--- src/jrxcfg_pkg.sv ---
package jrxcfg_pkg;

    // ********************************************************
    // Register map: word indices, byte address = index * 4
    // ********************************************************
    localparam logic [11:0] IDX_STATUS      = 12'h4a7; // Read-only link config status
    localparam logic [11:0] IDX_LANE_ID     = 12'h4a8; // Lane number in link
    localparam logic [11:0] IDX_DESCRAMBLER = 12'h4a9; // Descrambler control
    localparam logic [11:0] IDX_OCTETS      = 12'h4aa; // Octets per frame per lane
    localparam logic [11:0] IDX_FRAMES      = 12'h4ab; // Frames per multiframe/block
    localparam logic [11:0] IDX_CONVERTERS  = 12'h4ac; // Converters in link
    localparam logic [11:0] IDX_CTRL_BITS   = 12'h4ad; // Control bits per sample
    localparam logic [11:0] IDX_SUBCLASS    = 12'h4ae; // Link subclass select

    // ********************************************************
    // Field positions
    // ********************************************************
    localparam int unsigned LANE_MSB      = 4;  // Lane number [4:0]
    localparam int unsigned DSCR_BIT      = 7;  // Descrambler enable bit
    localparam int unsigned CSB_LSB       = 6;  // Control bits field [7:6]
    localparam int unsigned SUBCLASS_LSB  = 5;  // Subclass field [7:5]
    localparam int unsigned STAT_INVALID  = 0;  // Status: subclass code invalid
    localparam int unsigned STAT_SUB1     = 1;  // Status: subclass 1 active

    // ********************************************************
    // Codes and reset values
    // ********************************************************
    localparam logic [2:0]  SUBCLASS_0    = 3'h0; // Subclass 0 operation
    localparam logic [2:0]  SUBCLASS_1    = 3'h1; // Subclass 1 operation
    localparam logic [7:0]  BYTE_RST      = 8'h00; // Every config byte resets to zero

    // ********************************************************
    // Carriers
    // ********************************************************
    // Classic Wishbone request from the master
    typedef struct packed {
        logic        cyc;
        logic        stb;
        logic        we;
        logic [15:0] adr;
        logic [3:0]  sel;
        logic [31:0] dat;
    } jrxcfg_wb_req_t;

    // Settings handed to the link receiver
    typedef struct packed {
        logic [4:0]  lane_number_cfg;
        logic        descrambler_enable;
        logic [7:0]  octets_per_frame_cfg;
        logic [7:0]  frames_per_multiframe_cfg;
        logic [7:0]  converter_count_cfg;
        logic [1:0]  control_bits_per_sample_cfg;
        logic [2:0]  link_subclass_cfg;
        logic        subclass1_mode;
        logic        subclass_invalid;
    } jrxcfg_cfg_t;

    localparam jrxcfg_cfg_t CFG_RST = '{
        lane_number_cfg:             BYTE_RST[4:0],
        descrambler_enable:          1'b0,
        octets_per_frame_cfg:        BYTE_RST,
        frames_per_multiframe_cfg:   BYTE_RST,
        converter_count_cfg:         BYTE_RST,
        control_bits_per_sample_cfg: BYTE_RST[1:0],
        link_subclass_cfg:           BYTE_RST[2:0],
        subclass1_mode:              1'b0,
        subclass_invalid:            1'b0
    };

endpackage

--- src/jrxcfg_regs.sv ---
// Design decision made here: the Wishbone slave port.
`timescale 1ns/1ps

// Operation
// - Five-bit writable lane number, resets zero
// - Bit 7 set enables descrambling, else off
// - Eight-bit octets per frame, software keeps consistent
// - Eight-bit frames per multiframe, resets zero
// - Eight-bit converter count, resets zero
// - Two-bit control bits field at [7:6]
// - Subclass code 000 selects 0, 001 selects 1
module jrxcfg_regs
    import jrxcfg_pkg::*;
(
    // Clock and reset
    input  wire logic            mclk_i,
    input  wire logic            rst_b_i,
    // Wishbone slave
    input  wire jrxcfg_wb_req_t  wb_req_i,
    output logic [31:0]          wb_dat_o,
    output logic                 wb_ack_o,
    // Settings to the link receiver
    output jrxcfg_cfg_t          link_cfg_o
);

    // ********************************************************
    // Address decode
    // ********************************************************

    // Word index of a byte address; low two bits ignored
    function automatic logic [11:0] reg_idx(input logic [15:0] adr);
        reg_idx = adr[13:2];
    endfunction

    // True when the address lands on the given register
    function automatic logic addr_is(input logic [15:0] adr, input logic [11:0] idx);
        addr_is = (adr[15:14] == 2'h0) && (reg_idx(adr) == idx);
    endfunction

    // ********************************************************
    // State
    // ********************************************************
    logic        ack_r;      // Acknowledge, one cycle per request
    logic        ack_nxt;
    logic [31:0] rdat_r;     // Read data, valid with ack
    logic [31:0] rdat_nxt;
    jrxcfg_cfg_t cfg_r;      // Stored configuration
    jrxcfg_cfg_t cfg_nxt;
    logic        req_c;      // New request this cycle
    logic        wr_c;       // Write of byte lane 0 this cycle

    // ********************************************************
    // Bus handshake
    // ********************************************************

    // A request is taken once; ack blocks a second take of the same one
    always_comb
    begin
        req_c   = wb_req_i.cyc && wb_req_i.stb && !ack_r;
        wr_c    = req_c && wb_req_i.we && wb_req_i.sel[0];
        ack_nxt = req_c;
    end

    // ********************************************************
    // Configuration writes
    // ********************************************************

    // Only the documented field bits are stored, so reserved bits
    // can never leak into the link settings
    always_comb
    begin
        cfg_nxt = cfg_r;
        if (wr_c)
        begin
            // Field decode by register
            if (addr_is(wb_req_i.adr, IDX_LANE_ID))
            begin
                cfg_nxt.lane_number_cfg = wb_req_i.dat[LANE_MSB:0];
            end
            if (addr_is(wb_req_i.adr, IDX_DESCRAMBLER))
            begin
                // Descramble only when bit is one; is up to software
                cfg_nxt.descrambler_enable = wb_req_i.dat[DSCR_BIT];
            end
            if (addr_is(wb_req_i.adr, IDX_OCTETS))
            begin
                // No consistency check: the product is software's job
                cfg_nxt.octets_per_frame_cfg = wb_req_i.dat[7:0];
            end
            if (addr_is(wb_req_i.adr, IDX_FRAMES))
            begin
                cfg_nxt.frames_per_multiframe_cfg = wb_req_i.dat[7:0];
            end
            if (addr_is(wb_req_i.adr, IDX_CONVERTERS))
            begin
                cfg_nxt.converter_count_cfg = wb_req_i.dat[7:0];
            end
            if (addr_is(wb_req_i.adr, IDX_CTRL_BITS))
            begin
                cfg_nxt.control_bits_per_sample_cfg =
                    wb_req_i.dat[CSB_LSB+1:CSB_LSB];
            end
            if (addr_is(wb_req_i.adr, IDX_SUBCLASS))
            begin
                cfg_nxt.link_subclass_cfg =
                    wb_req_i.dat[SUBCLASS_LSB+2:SUBCLASS_LSB];
            end
        end
        // Mode decode; invalid codes fall back to subclass 0 behaviour
        cfg_nxt.subclass1_mode   = (cfg_nxt.link_subclass_cfg == SUBCLASS_1);
        cfg_nxt.subclass_invalid = (cfg_nxt.link_subclass_cfg != SUBCLASS_0) &&
                                   (cfg_nxt.link_subclass_cfg != SUBCLASS_1);
    end

    // ********************************************************
    // Read data
    // ********************************************************

    // Data is registered so it is steady while ack is high
    always_comb
    begin
        rdat_nxt = 32'h0000_0000;
        if (req_c && !wb_req_i.we)
        begin
            // Reserved and unmapped bits stay zero
            case (1'b1)
                addr_is(wb_req_i.adr, IDX_STATUS):
                    rdat_nxt[STAT_SUB1:STAT_INVALID] =
                        {cfg_r.subclass1_mode, cfg_r.subclass_invalid};
                addr_is(wb_req_i.adr, IDX_LANE_ID):
                    rdat_nxt[LANE_MSB:0] = cfg_r.lane_number_cfg;
                addr_is(wb_req_i.adr, IDX_DESCRAMBLER):
                    rdat_nxt[DSCR_BIT] = cfg_r.descrambler_enable;
                addr_is(wb_req_i.adr, IDX_OCTETS):
                    rdat_nxt[7:0] = cfg_r.octets_per_frame_cfg;
                addr_is(wb_req_i.adr, IDX_FRAMES):
                    rdat_nxt[7:0] = cfg_r.frames_per_multiframe_cfg;
                addr_is(wb_req_i.adr, IDX_CONVERTERS):
                    rdat_nxt[7:0] = cfg_r.converter_count_cfg;
                addr_is(wb_req_i.adr, IDX_CTRL_BITS):
                    rdat_nxt[CSB_LSB+1:CSB_LSB] = cfg_r.control_bits_per_sample_cfg;
                addr_is(wb_req_i.adr, IDX_SUBCLASS):
                    rdat_nxt[SUBCLASS_LSB+2:SUBCLASS_LSB] = cfg_r.link_subclass_cfg;
                // Unmapped address answers zero
                default:
                    rdat_nxt = 32'h0000_0000;
            endcase
        end
    end

    // ********************************************************
    // Registers
    // ********************************************************

    // Everything resets to zero, as the link expects
    always_ff @(posedge mclk_i or negedge rst_b_i)
    begin
        if (!rst_b_i)
        begin
            ack_r  <= 1'b0;
            rdat_r <= 32'h0000_0000;
            cfg_r  <= CFG_RST;
        end
        else
        begin
            ack_r  <= ack_nxt;
            rdat_r <= rdat_nxt;
            cfg_r  <= cfg_nxt;
        end
    end

    // Outputs straight from flops
    assign wb_ack_o   = ack_r;
    assign wb_dat_o   = rdat_r;
    assign link_cfg_o = cfg_r;
endmodule

--- config.mk ---
export PLATFORM = sky130hd
export DESIGN_NAME = jrxcfg_regs
export DESIGN_NICKNAME = d
export VERILOG_FILES = /design/src/jrxcfg_pkg.sv /design/src/jrxcfg_regs.sv
export SDC_FILE = /design/constraint.sdc
export NUM_CORES = 1
export LEC_CHECK = 0
export BUFFER_PORTS_ARGS = -buffer_cell sky130_fd_sc_hd__buf_2
export CAP_MARGIN = 20
export CORE_MARGIN = 2
export CORE_UTILIZATION = 42
export DETAILED_ROUTE_END_ITERATION = 16
export GPL_TIMING_DRIVEN = 0
export PLACE_DENSITY = 0.76
export SLEW_MARGIN = 20
export SYNTH_ARGS = -nofsm -noshare
export SYNTH_HDL_FRONTEND = slang
export SYNTH_SLANG_ARGS = --single-unit
--- constraint.sdc ---
create_clock -name mclk_i -period 2 [get_ports mclk_i]
set_input_delay 0.4 -clock mclk_i [delete_from_list [all_inputs] [get_ports mclk_i]]
set_output_delay 0.4 -clock mclk_i [all_outputs]
set_load 0.05 [all_outputs]
==> results of run 1 <==
==> cell type report <==
cell class / instances / area [um^2]
buffer: 33 / 226
clock buffer: 7 / 96.3
clock inverter: 1 / 8.76
fill: 492 / 2420
inverter: 5 / 18.8
multi-input combinational: 152 / 1200
sequential: 46 / 1150
tap: 72 / 90.1
timing repair buffer: 72 / 363
==> power groups by stage <==
stage	combinational [mW]	clock, mW	sequential, mW
6_report	0.278	0.641	0.931
5_1_grt	0.300	0.689	0.931
4_1_cts	0.273	0.645	0.931
3_5_place_dp	0.272	0	0.950
3_3_place_gp	0.269	0	0.950
2_1_floorplan	0.195	0	0.954
==> cell usage in the layout, fill, tap and decap left out, types with 2 or more instances in the layout <==
| cell type | n |
|---|---|
| conb_1 | 24 |
| dfrtp_1 | 45 |
| nand2_1 | 10 |
| nand2b_1 | 4 |
| o21ai_0 | 8 |
| nor3b_1 | 2 |
| inv_1 | 5 |
| a211oi_1 | 5 |
| buf_1 | 2 |
| a311oi_1 | 2 |
| mux2i_1 | 2 |
| o22a_1 | 3 |
| and3b_1 | 2 |
| nor4_1 | 5 |
| a21oi_1 | 4 |
| clkbuf_8 | 7 |
| nor3_1 | 3 |
| nand3_4 | 2 |
| buf_2 | 72 |
| buf_4 | 25 |
| mux2_4 | 8 |
| o2111ai_1 | 2 |
| a32oi_1 | 2 |
| nor4_4 | 2 |
| mux2_2 | 28 |
| nand3_2 | 2 |
| nor2_1 | 7 |
| nand3_1 | 2 |
| and4bb_2 | 2 |
| clkbuf_1 | 5 |
| a31o_2 | 2 |
| nor2b_1 | 4 |
==> metrics by stage <==
stage / utilization (%) / hold slack [ns] / setup slack [ns] / instances / TNS, ns
6_report: 56.6 / 0.0730 / 0.0383 / 388 / 0
5_1_grt: 56.6 / 0.118 / -0.0221 / 388 / -0.0976
4_1_cts: 56.1 / 0.290 / 0.00671 / 388 / 0
3_5_place_dp: 54.1 / 0.522 / -0.439 / 380 / -8.87
3_3_place_gp: 54.1 / 0.508 / -0.428 / 380 / -8.22
2_1_floorplan: - / 0.104 / 0.00507 / 236 / 0
==> sequential cells by signal, indices dropped and copies added, names as in the netlist <==
register    flops
link_cfg_o     37
wb_ack_o        1
wb_dat_o        8
==> synthesized netlist by cell type (2+ instances only) <==
cell,number,area (um^2)
dfrtp_1,46,1150
clkbuf_1,5,18.8
nor3_1,3,15.0
nand3_1,5,25.0
a21oi_1,4,20.0
nor2b_1,4,25.0
mux2i_1,2,20.0
and3b_1,2,17.5
nor2_1,7,26.3
mux2_2,28,315
nand2b_1,5,31.3
nor4_1,5,31.3
buf_1,2,7.51
a31o_2,2,17.5
a32oi_1,2,17.5
a211oi_1,5,37.5
o2111ai_1,2,17.5
nor4_4,2,42.5
and4bb_2,2,25.0
or4_1,2,15.0
a311oi_1,2,17.5
mux2_4,8,120
nand2_1,10,37.5
buf_4,24,180
o21ai_0,8,40.0
inv_1,5,18.8
nor3b_1,2,15.0
o22a_1,3,26.3
==> timing repair <==
| item | in CTS | in global routing |
|---|---|---|
| endpoints found under the setup margin | 8 | 15 |
| gates resized for setup | 1 | 5 |
| hold buffers | 0 | 0 |
==> critical path, delay by kind of cell (launching register included) <==
family	cells	cell delay, ns
multiplexers	1	0.29
buffers and inverters	1	0.17
AND/OR/NAND/NOR	3	0.97
flip-flops	1	0.40
==> path summary, 6_finish.rpt <==
path / start / to / slack [ns] / cells after the start
worst max-delay path: wb_ack_o / link_cfg_o[28] / 0.04 / 5
min in group mclk_i: wb_req_i[3] / link_cfg_o[26] / 0.35 / 2
worst max register to register: wb_ack_o / link_cfg_o[28] / 0.04 / 5
max in group asynchronous: rst_b_i / wb_ack_o / 1.49 / 1
worst min-delay path: rst_b_i / link_cfg_o[32] / 0.07 / 1
worst min register to register: link_cfg_o[16] / link_cfg_o[16] / 0.54 / 1
==> cell families (layout without fill, tap and decap cells) <==
family          Yosys count  count (layout)  share of synthesized area, %
compound gates           33              33                          9.49
simple gates             57              57                          15.4
flops                    46              46                          46.7
other cells               1              24                         0.152
buf+inv                  38             118                          9.80
mux                      38              38                          18.5
==> layer usage <==
layer,track usage (%),share of wire [%]
met5,0,0
met4,6.44,1.5
met3,4.27,7.6
met2,29.3,47
met1,26.2,44
==> reports/qor.yml, run 1 <==
start_util_pct: 44.2
gp_congestion: 0.828
finalHoldViolations: 0
p_sw_mw: 0.523
antenna_found_initial: 0
synth_cell_type_count: 44
worstPathCellList: "and3b_1 > nand3_4 > or4_4 > buf_8 > mux2_4"
fp.dieH_um: 80.6
grt_overflow_total: 0
grt_pass1_wl_um: 9210
area_delta_synth_final_pct: 28.0
ioPinCount: 127
num_antenna_cells: 0
port_buffers: 72
cp_slowest_cell: "or4_4"
p_leak_nw: 1.69
rsz0062_at_grt: "true"
peakVddDrop_v: 0.000267
cp_data_arrival_time_ns: 2.15
coreArea_mm2: 0.00557
avgSynthCellArea_um2: 11.6
cp-start-kind: "register"
maxCapViolCount: 0
dpl_cell_area_mm2: 0.00302
post_cts_buffers: 0
p_clk_share_pct: 34.7
synth-main-ff-cell: "dfrtp_1"
timing.final.crit_period_ns: 1.96
netlist_area_mm2: 0.00246
vias: 1978
clock_latency_ns: 0.31
layout-drive-gt1-share_pct: 50.0
slew_headroom_pct: 62.3
grt.total_usage_pct: 18.9
drt_iter0_drc: 130
cts_tree: "yes"
dp_hpwl_um: 4400
final_cell_area_mm2: 0.00316
cts_buffers: 5
synth_edf_count: 0
grt_max_degree: 47
nNetsFinal: 372
cts_buffer_depth: 2
crit_path_end_kind: "register"
p_per_area_mw_per_mm2: 586
cp_max_fo: 8
internal-power_mw: 1.33
skew_ns: 0.00766
critPathKind: "register to register"
cts-root-buf: "clkbuf_8"
worst_slew_pin_slew_ns: 0.565
hp-class: "input pin to asynchronous set/reset pin"
p_total_mw: 1.85
outcome: "finished, final reports clean"
rows: 27
die_area_mm2: 0.00650
combinationalPowerShare_pct: 15.0
final_max_slew_viol_count: 0
fmax_mhz: 510
wl_per_cell_um: 15.4
clkTransAtPathRegs_ns: 0.08
finalWirelength_um: 5990
detail-route-antenna-nets: 0
synthArstFlopShare_pct: 100
seq_power_share_pct: 50.3
drc_errors: 0
worstPathRequired_ns: 2.19
vias_per_cell: 5.10
setup_violations: 0
period_share_pct: 98.1
drtPass1Iterations: 4
ys_seq_elements: 46
grt_pass1_vias: 1854
ys_warn_count: 0
cts.sinks: 46
switching_share_pct: 28.3
ys_seq_area_share_pct: 46.7
synth_cells: 213
cpPeakStageDelay_ns: 0.50
die-width_um: 80.6
htreeDepth: 2
(Power assumes the default switching activity.)
==> run 2: changes to the inputs <==
--- a/config.mk
+++ b/config.mk
@@ -5,13 +5,13 @@
 export SDC_FILE = /design/constraint.sdc
 export NUM_CORES = 1
 export LEC_CHECK = 0
+export ABC_AREA = 1
 export BUFFER_PORTS_ARGS = -buffer_cell sky130_fd_sc_hd__buf_2
 export CAP_MARGIN = 20
 export CORE_MARGIN = 2
 export CORE_UTILIZATION = 42
 export DETAILED_ROUTE_END_ITERATION = 16
-export GPL_TIMING_DRIVEN = 0
-export PLACE_DENSITY = 0.76
+export PLACE_DENSITY = 0.75
 export SLEW_MARGIN = 20
 export SYNTH_ARGS = -nofsm -noshare
 export SYNTH_HDL_FRONTEND = slang
==> run 2 against run 1 <==
Sequential power about the same. Power down 5.7%. Worst setup slack gained 0.52 ns. Wire length shrank 5.3%. Area after synthesis grew 3.9%. Largest cell class is now registers. Cell count rose by 14%. Largest power group unchanged. Non-clock buffer count is 29 lower. Cell area down 4.9%. Combinational power decreased by 21%. Hold slack worse by 0.028 ns.
==> reports/qor.yml, run 2 <==
largest_reg_flops: 37
period_share_pct: 72.1
detail-route-antenna-nets: 0
critical_path.most_common_cell: "nand2_2"
timing.hold.ws_ns: 0.0447
grt.total_usage_pct: 17.5
die-width_um: 82.1
peakVddDrop_v: 0.000229
synth.area.top_cells: "dfrtp_1 (45%), nand2_1 (9.2%), buf_4 (7.3%)"
cpLargestDelayFamily: "simple AND/OR/NAND/NOR gates"
cts_tree: "yes"
synth_cell_type_count: 26
synth_common_cells: "nand2_1 (63), dfrtp_1 (46), inv_1 (30)"
final.setup.tns_ns: 0
p_leak_nw: 1.77
cp_max_fo: 18
p_per_area_mw_per_mm2: 581
cts_hold_buf: 0
layout-drive-gt1-share_pct: 35.9
dp_hpwl_um: 4480
worstPathRequired_ns: 2.18
ys_warn_count: 0
rsz0062_at_grt: "false"
post_cts_buffers: 0
outcome: "finished, final reports clean"
grt_max_degree: 28
multi_input_area_mm2: 0.00113
cp-start-kind: "input pin"
cts.sinks: 46
final_common_cell: "buf_2"
seq_area_mm2: 0.00115
cts_buffers: 5
final_max_slew_viol_count: 0
setup_violations: 0
synthArstFlopShare_pct: 100
drc_errors: 0
ys_seq_elements: 46
dpl_cell_area_mm2: 0.00291
crit_path_end_kind: "register"
cts_resized: 0
p_total_mw: 1.74
cp_data_arrival_time_ns: 1.63
die_area_mm2: 0.00674
synth_top_area_share_pct: 44.9
maxCapViolCount: 0
fmax_mhz: 693
worst-path-buf-inv: 1
avgSynthCellArea_um2: 8.83
netlist_area_mm2: 0.00256
grt_overflow_total: 0
area_delta_synth_final_pct: 17.1
clkTransAtPathRegs_ns: 0.09
synth_cells: 290
clock_latency_ns: 0.30
nNetsFinal: 424
finalWirelength_um: 5680
ioPinCount: 127
skew_ns: 0.00949
vias_per_cell: 4.73
grt_pass1_wl_um: 8880
htreeDepth: 2
cpPeakStageDelay_ns: 0.31
gp_congestion: 0.867
start_util_pct: 43.3
synth_edf_count: 0
cp_slowest_cell: "nor2_8"
vias: 2094
critPathKind: "input pin to register"
cts-root-buf: "clkbuf_8"
final_cell_area_mm2: 0.00300
finalHoldViolations: 0
port_buffers: 73
hp-class: "input pin to asynchronous set/reset pin"
num_antenna_cells: 0
timing.final.crit_period_ns: 1.44
grt_pass1_vias: 1822
synth-main-ff-cell: "dfrtp_1"
wl_per_cell_um: 12.8
cts_buffer_depth: 2
fillerInstances: 573
fp.dieH_um: 82.1
layout_common_cells: "buf_2 (73), nand2_1 (63), dfrtp_1 (46)"
rows: 28
antenna_found_initial: 0
drt_iter0_drc: 168
drtPass1Iterations: 4
synth.most_common_cell: "nand2_1"
worstPathCellList: "buf_2 > nor2_2 > nand2_2 > nor2_8 > nand2_2 > nor2_4 > nand2_2 > nand2_1 > o21ai_1"
coreArea_mm2: 0.00592
yosys.area.top_type: "dfrtp_1"
ys_seq_area_share_pct: 44.9
[run 2: changes by cell type in the layout (fill, tap and decap cells not counted), moves of 7 or more]
| cell | before | now |
|---|---|---|
| inv_1 | 5 | 30 |
| o21ai_0 | 8 | 15 |
| nand3_1 | 2 | 12 |
| mux2_2 | 28 | 0 |
| o21ai_2 | 0 | 17 |
| buf_4 | 25 | 2 |
| nand2_1 | 10 | 63 |
| mux2_4 | 8 | 0 |
| nand2_2 | 0 | 11 |
| o21ai_1 | 0 | 14 |
[run 2: cell families after synthesis]
group,share of synthesized area [%]
simple gates,25.8
buf+inv,14.2
compound gates,14.9
flops,44.9
other cells,0.146
[run 2: final cells by class]
class	instances	area share [%]
flip-flops and latches	46	38.4
multi-input cells	204	37.8
repair buffers	76	13.3
well taps	75	3.13
inverters	34	4.34
clock inverters	1	0.167
clock buffers	7	2.88
[run 2: power breakdown]
part           switching, mW  internal (mW)  total [mW]
Sequential          0.000995          0.930       0.931
Clock                  0.315          0.279       0.594
Combinational          0.182         0.0374       0.219
[run 2: final timing paths]
path	from	to	slack, ns	cells after the start
hold / removal	rst_b_i	link_cfg_o[29]	0.04	1
setup / recovery	wb_req_i[46]	link_cfg_o[35]	0.56	9
setup reg to reg	wb_ack_o	link_cfg_o[11]	0.58	6
max in group asynchronous	rst_b_i	wb_dat_o[3]	1.44	2
hold reg to reg	wb_ack_o	wb_ack_o	0.48	1
min in group mclk_i	wb_req_i[53]	wb_ack_o	0.35	3
[run 2: stage by stage]
step | util [%] | std cells | setup slack [ns]
floorplan | - | 313 | 0.450
global placement | 49.1 | 435 | 0.252
detailed placement | 49.1 | 435 | 0.234
CTS | 50.7 | 443 | 0.553
global route | 50.7 | 443 | 0.414
finish | 50.7 | 443 | 0.557
[run 2: routing by layer]
metal | track usage (%) | vias up | part of all wire (%)
met5 | 0 | - | 0
met4 | 5.00 | 0 | 0.97
met3 | 4.02 | 5 | 7.6
met2 | 27.3 | 77 | 47
met1 | 24.4 | 966 | 44
li1 | - | 1046 | -
==> run 3: changes to the inputs <==
--- a/config.mk
+++ b/config.mk
@@ -11,7 +11,7 @@
 export CORE_MARGIN = 2
 export CORE_UTILIZATION = 42
 export DETAILED_ROUTE_END_ITERATION = 16
-export PLACE_DENSITY = 0.75
+export PLACE_DENSITY = 0.78
 export SLEW_MARGIN = 20
 export SYNTH_ARGS = -nofsm -noshare
 export SYNTH_HDL_FRONTEND = slang
==> constraint.sdc (replaced) <==
create_clock -name mclk_i -period 1.3 [get_ports mclk_i]
set_input_delay 0.26 -clock mclk_i [delete_from_list [all_inputs] [get_ports mclk_i]]
set_output_delay 0.26 -clock mclk_i [all_outputs]
set_load 0.05 [all_outputs]
==> run 3 against run 2 <==
Core utilization up 5.4 points. Combinational power up 74%. Critical endpoint is now link_cfg_o[1]. Critical path depth down 2. Clock power up 77%. Global-route usage up 1.6 points. Wire length up 14%. Largest cell class is now multi-input gates. Register-to-register slack worse by 0.58 ns. First-iteration DRC count up 17%. Hold slack better by 0.22 ns. Via count up 9.1%.
==> reports/qor.yml, run 3 (synthesis results as in run 2) <==
nNetsFinal: 450
fp.dieH_um: 82.1
fmax_mhz: 770
cts_buffer_depth: 2
internal-power_mw: 2.09
skew_ns: 0.00194
worst_slack_ns: 0.00121
grt_overflow_total: 0
combinationalPowerShare_pct: 13.3
rows: 28
layout-drive-gt1-share_pct: 43.1
pre_cts_ws_ns: -0.304
p_total_mw: 2.86
rsz0062_at_grt: "true"
dpl_cell_area_mm2: 0.00305
gp_congestion: 0.942
antenna_found_initial: 0
final_max_slew_viol_count: 0
p_clk_share_pct: 36.6
coreArea_mm2: 0.00592
cp-start-kind: "register"
wl_per_cell_um: 13.8
timing.final.crit_period_ns: 1.30
p_sw_mw: 0.772
drt_iter0_drc: 196
p_leak_nw: 1.90
ioPinCount: 127
finalWirelength_um: 6450
cp_max_fo: 6
peakVddDrop_v: 0.000628
finalHoldViolations: 0
clkTransAtPathRegs_ns: 0.08
clock_latency_ns: 0.30
drc_errors: 0
worstPathRequired_ns: 1.48
period_share_pct: 99.9
setup_violations: 0
detail-route-antenna-nets: 0
cts.sinks: 46
critPathKind: "register to register"
r2r_cells: 7
cts_tree: "yes"
seq_power_share_pct: 50.1
cts_buffers: 5
timing.hold.ws_ns: 0.260
vias: 2284
start_util_pct: 43.3
port_buffers: 73
final_cell_area_mm2: 0.00332
die-width_um: 82.1
stdcell_count: 469
area_delta_synth_final_pct: 29.7
hp-class: "input pin to register"
grt_pass1_vias: 2000
final_common_cell: "buf_2"
placed_cells: 452
hold_path_depth: 3
switching_share_pct: 27.0
dp_hpwl_um: 4710
p_per_area_mw_per_mm2: 862
htreeDepth: 2
cts-root-buf: "clkbuf_8"
grt.total_usage_pct: 19.1
die_area_mm2: 0.00674
num_antenna_cells: 0
outcome: "finished, final reports clean"
crit_path_end_kind: "register"
final.setup.tns_ns: 0
cp_data_arrival_time_ns: 1.48
largest_reg_flops: 37
postLayoutCoreUtil_pct: 56.1
maxCapViolCount: 0
vias_per_cell: 4.87
layout_common_cells: "buf_2 (72), nand2_1 (61), dfrtp_1 (45)"
grt_max_degree: 47
grt_pass1_wl_um: 9690
r2r_slack_ns: 0.001
drtPass1Iterations: 4
run 3: power by group through the flow:
stage | Sequential, mW | Combinational, mW | Clock (mW)
CTS | 1.43 | 0.372 | 1.06
floorplan | 1.47 | 0.290 | 0
global placement | 1.46 | 0.358 | 0
global route | 1.43 | 0.411 | 1.11
finish | 1.43 | 0.381 | 1.05
detailed placement | 1.46 | 0.363 | 0
run 3: repair_timing:
item	in CTS	in global routing
endpoints found under the hold margin	46	0
gates resized for setup	7	17
setup buffers	0	8
gates cloned	0	0
setup endpoints to repair	11	39
hold buffers	1	0
pin swaps	4	9
run 3: critical path, stage by stage, from the launching register on:
cell and delay, ns:
dfrtp_2 0.44, nor2_4 0.12, nand3_4 0.12, nor2_4 0.17, buf_4 0.14, o21ai_2 0.06
nand2_2 0.09, nor2_2 0.04
run 3: area by class of cell:
class                   count  area (um^2)
flip-flops and latches     46         1150
fillers                   541         2600
repair buffers            102          617
clock buffers               7         76.3
well taps                  75         93.8
clock inverters             1         30.0
inverters                  34          138
multi-input cells         204         1210
run 3: layer usage:
layer	share of wire, %	track usage [%]
met1	42	25.4
met2	49	30.7
met3	6.7	4.78
met4	1.5	5.83
met5	0	0
run 3: worst paths after layout:
check | from | end
max in group asynchronous | rst_b_i | wb_ack_o
min reg2reg | link_cfg_o[36] | link_cfg_o[36]
min in group asynchronous | rst_b_i | link_cfg_o[12]
max | wb_ack_o | link_cfg_o[1]
min | wb_req_i[7] | link_cfg_o[31]
max reg2reg | wb_ack_o | link_cfg_o[1]
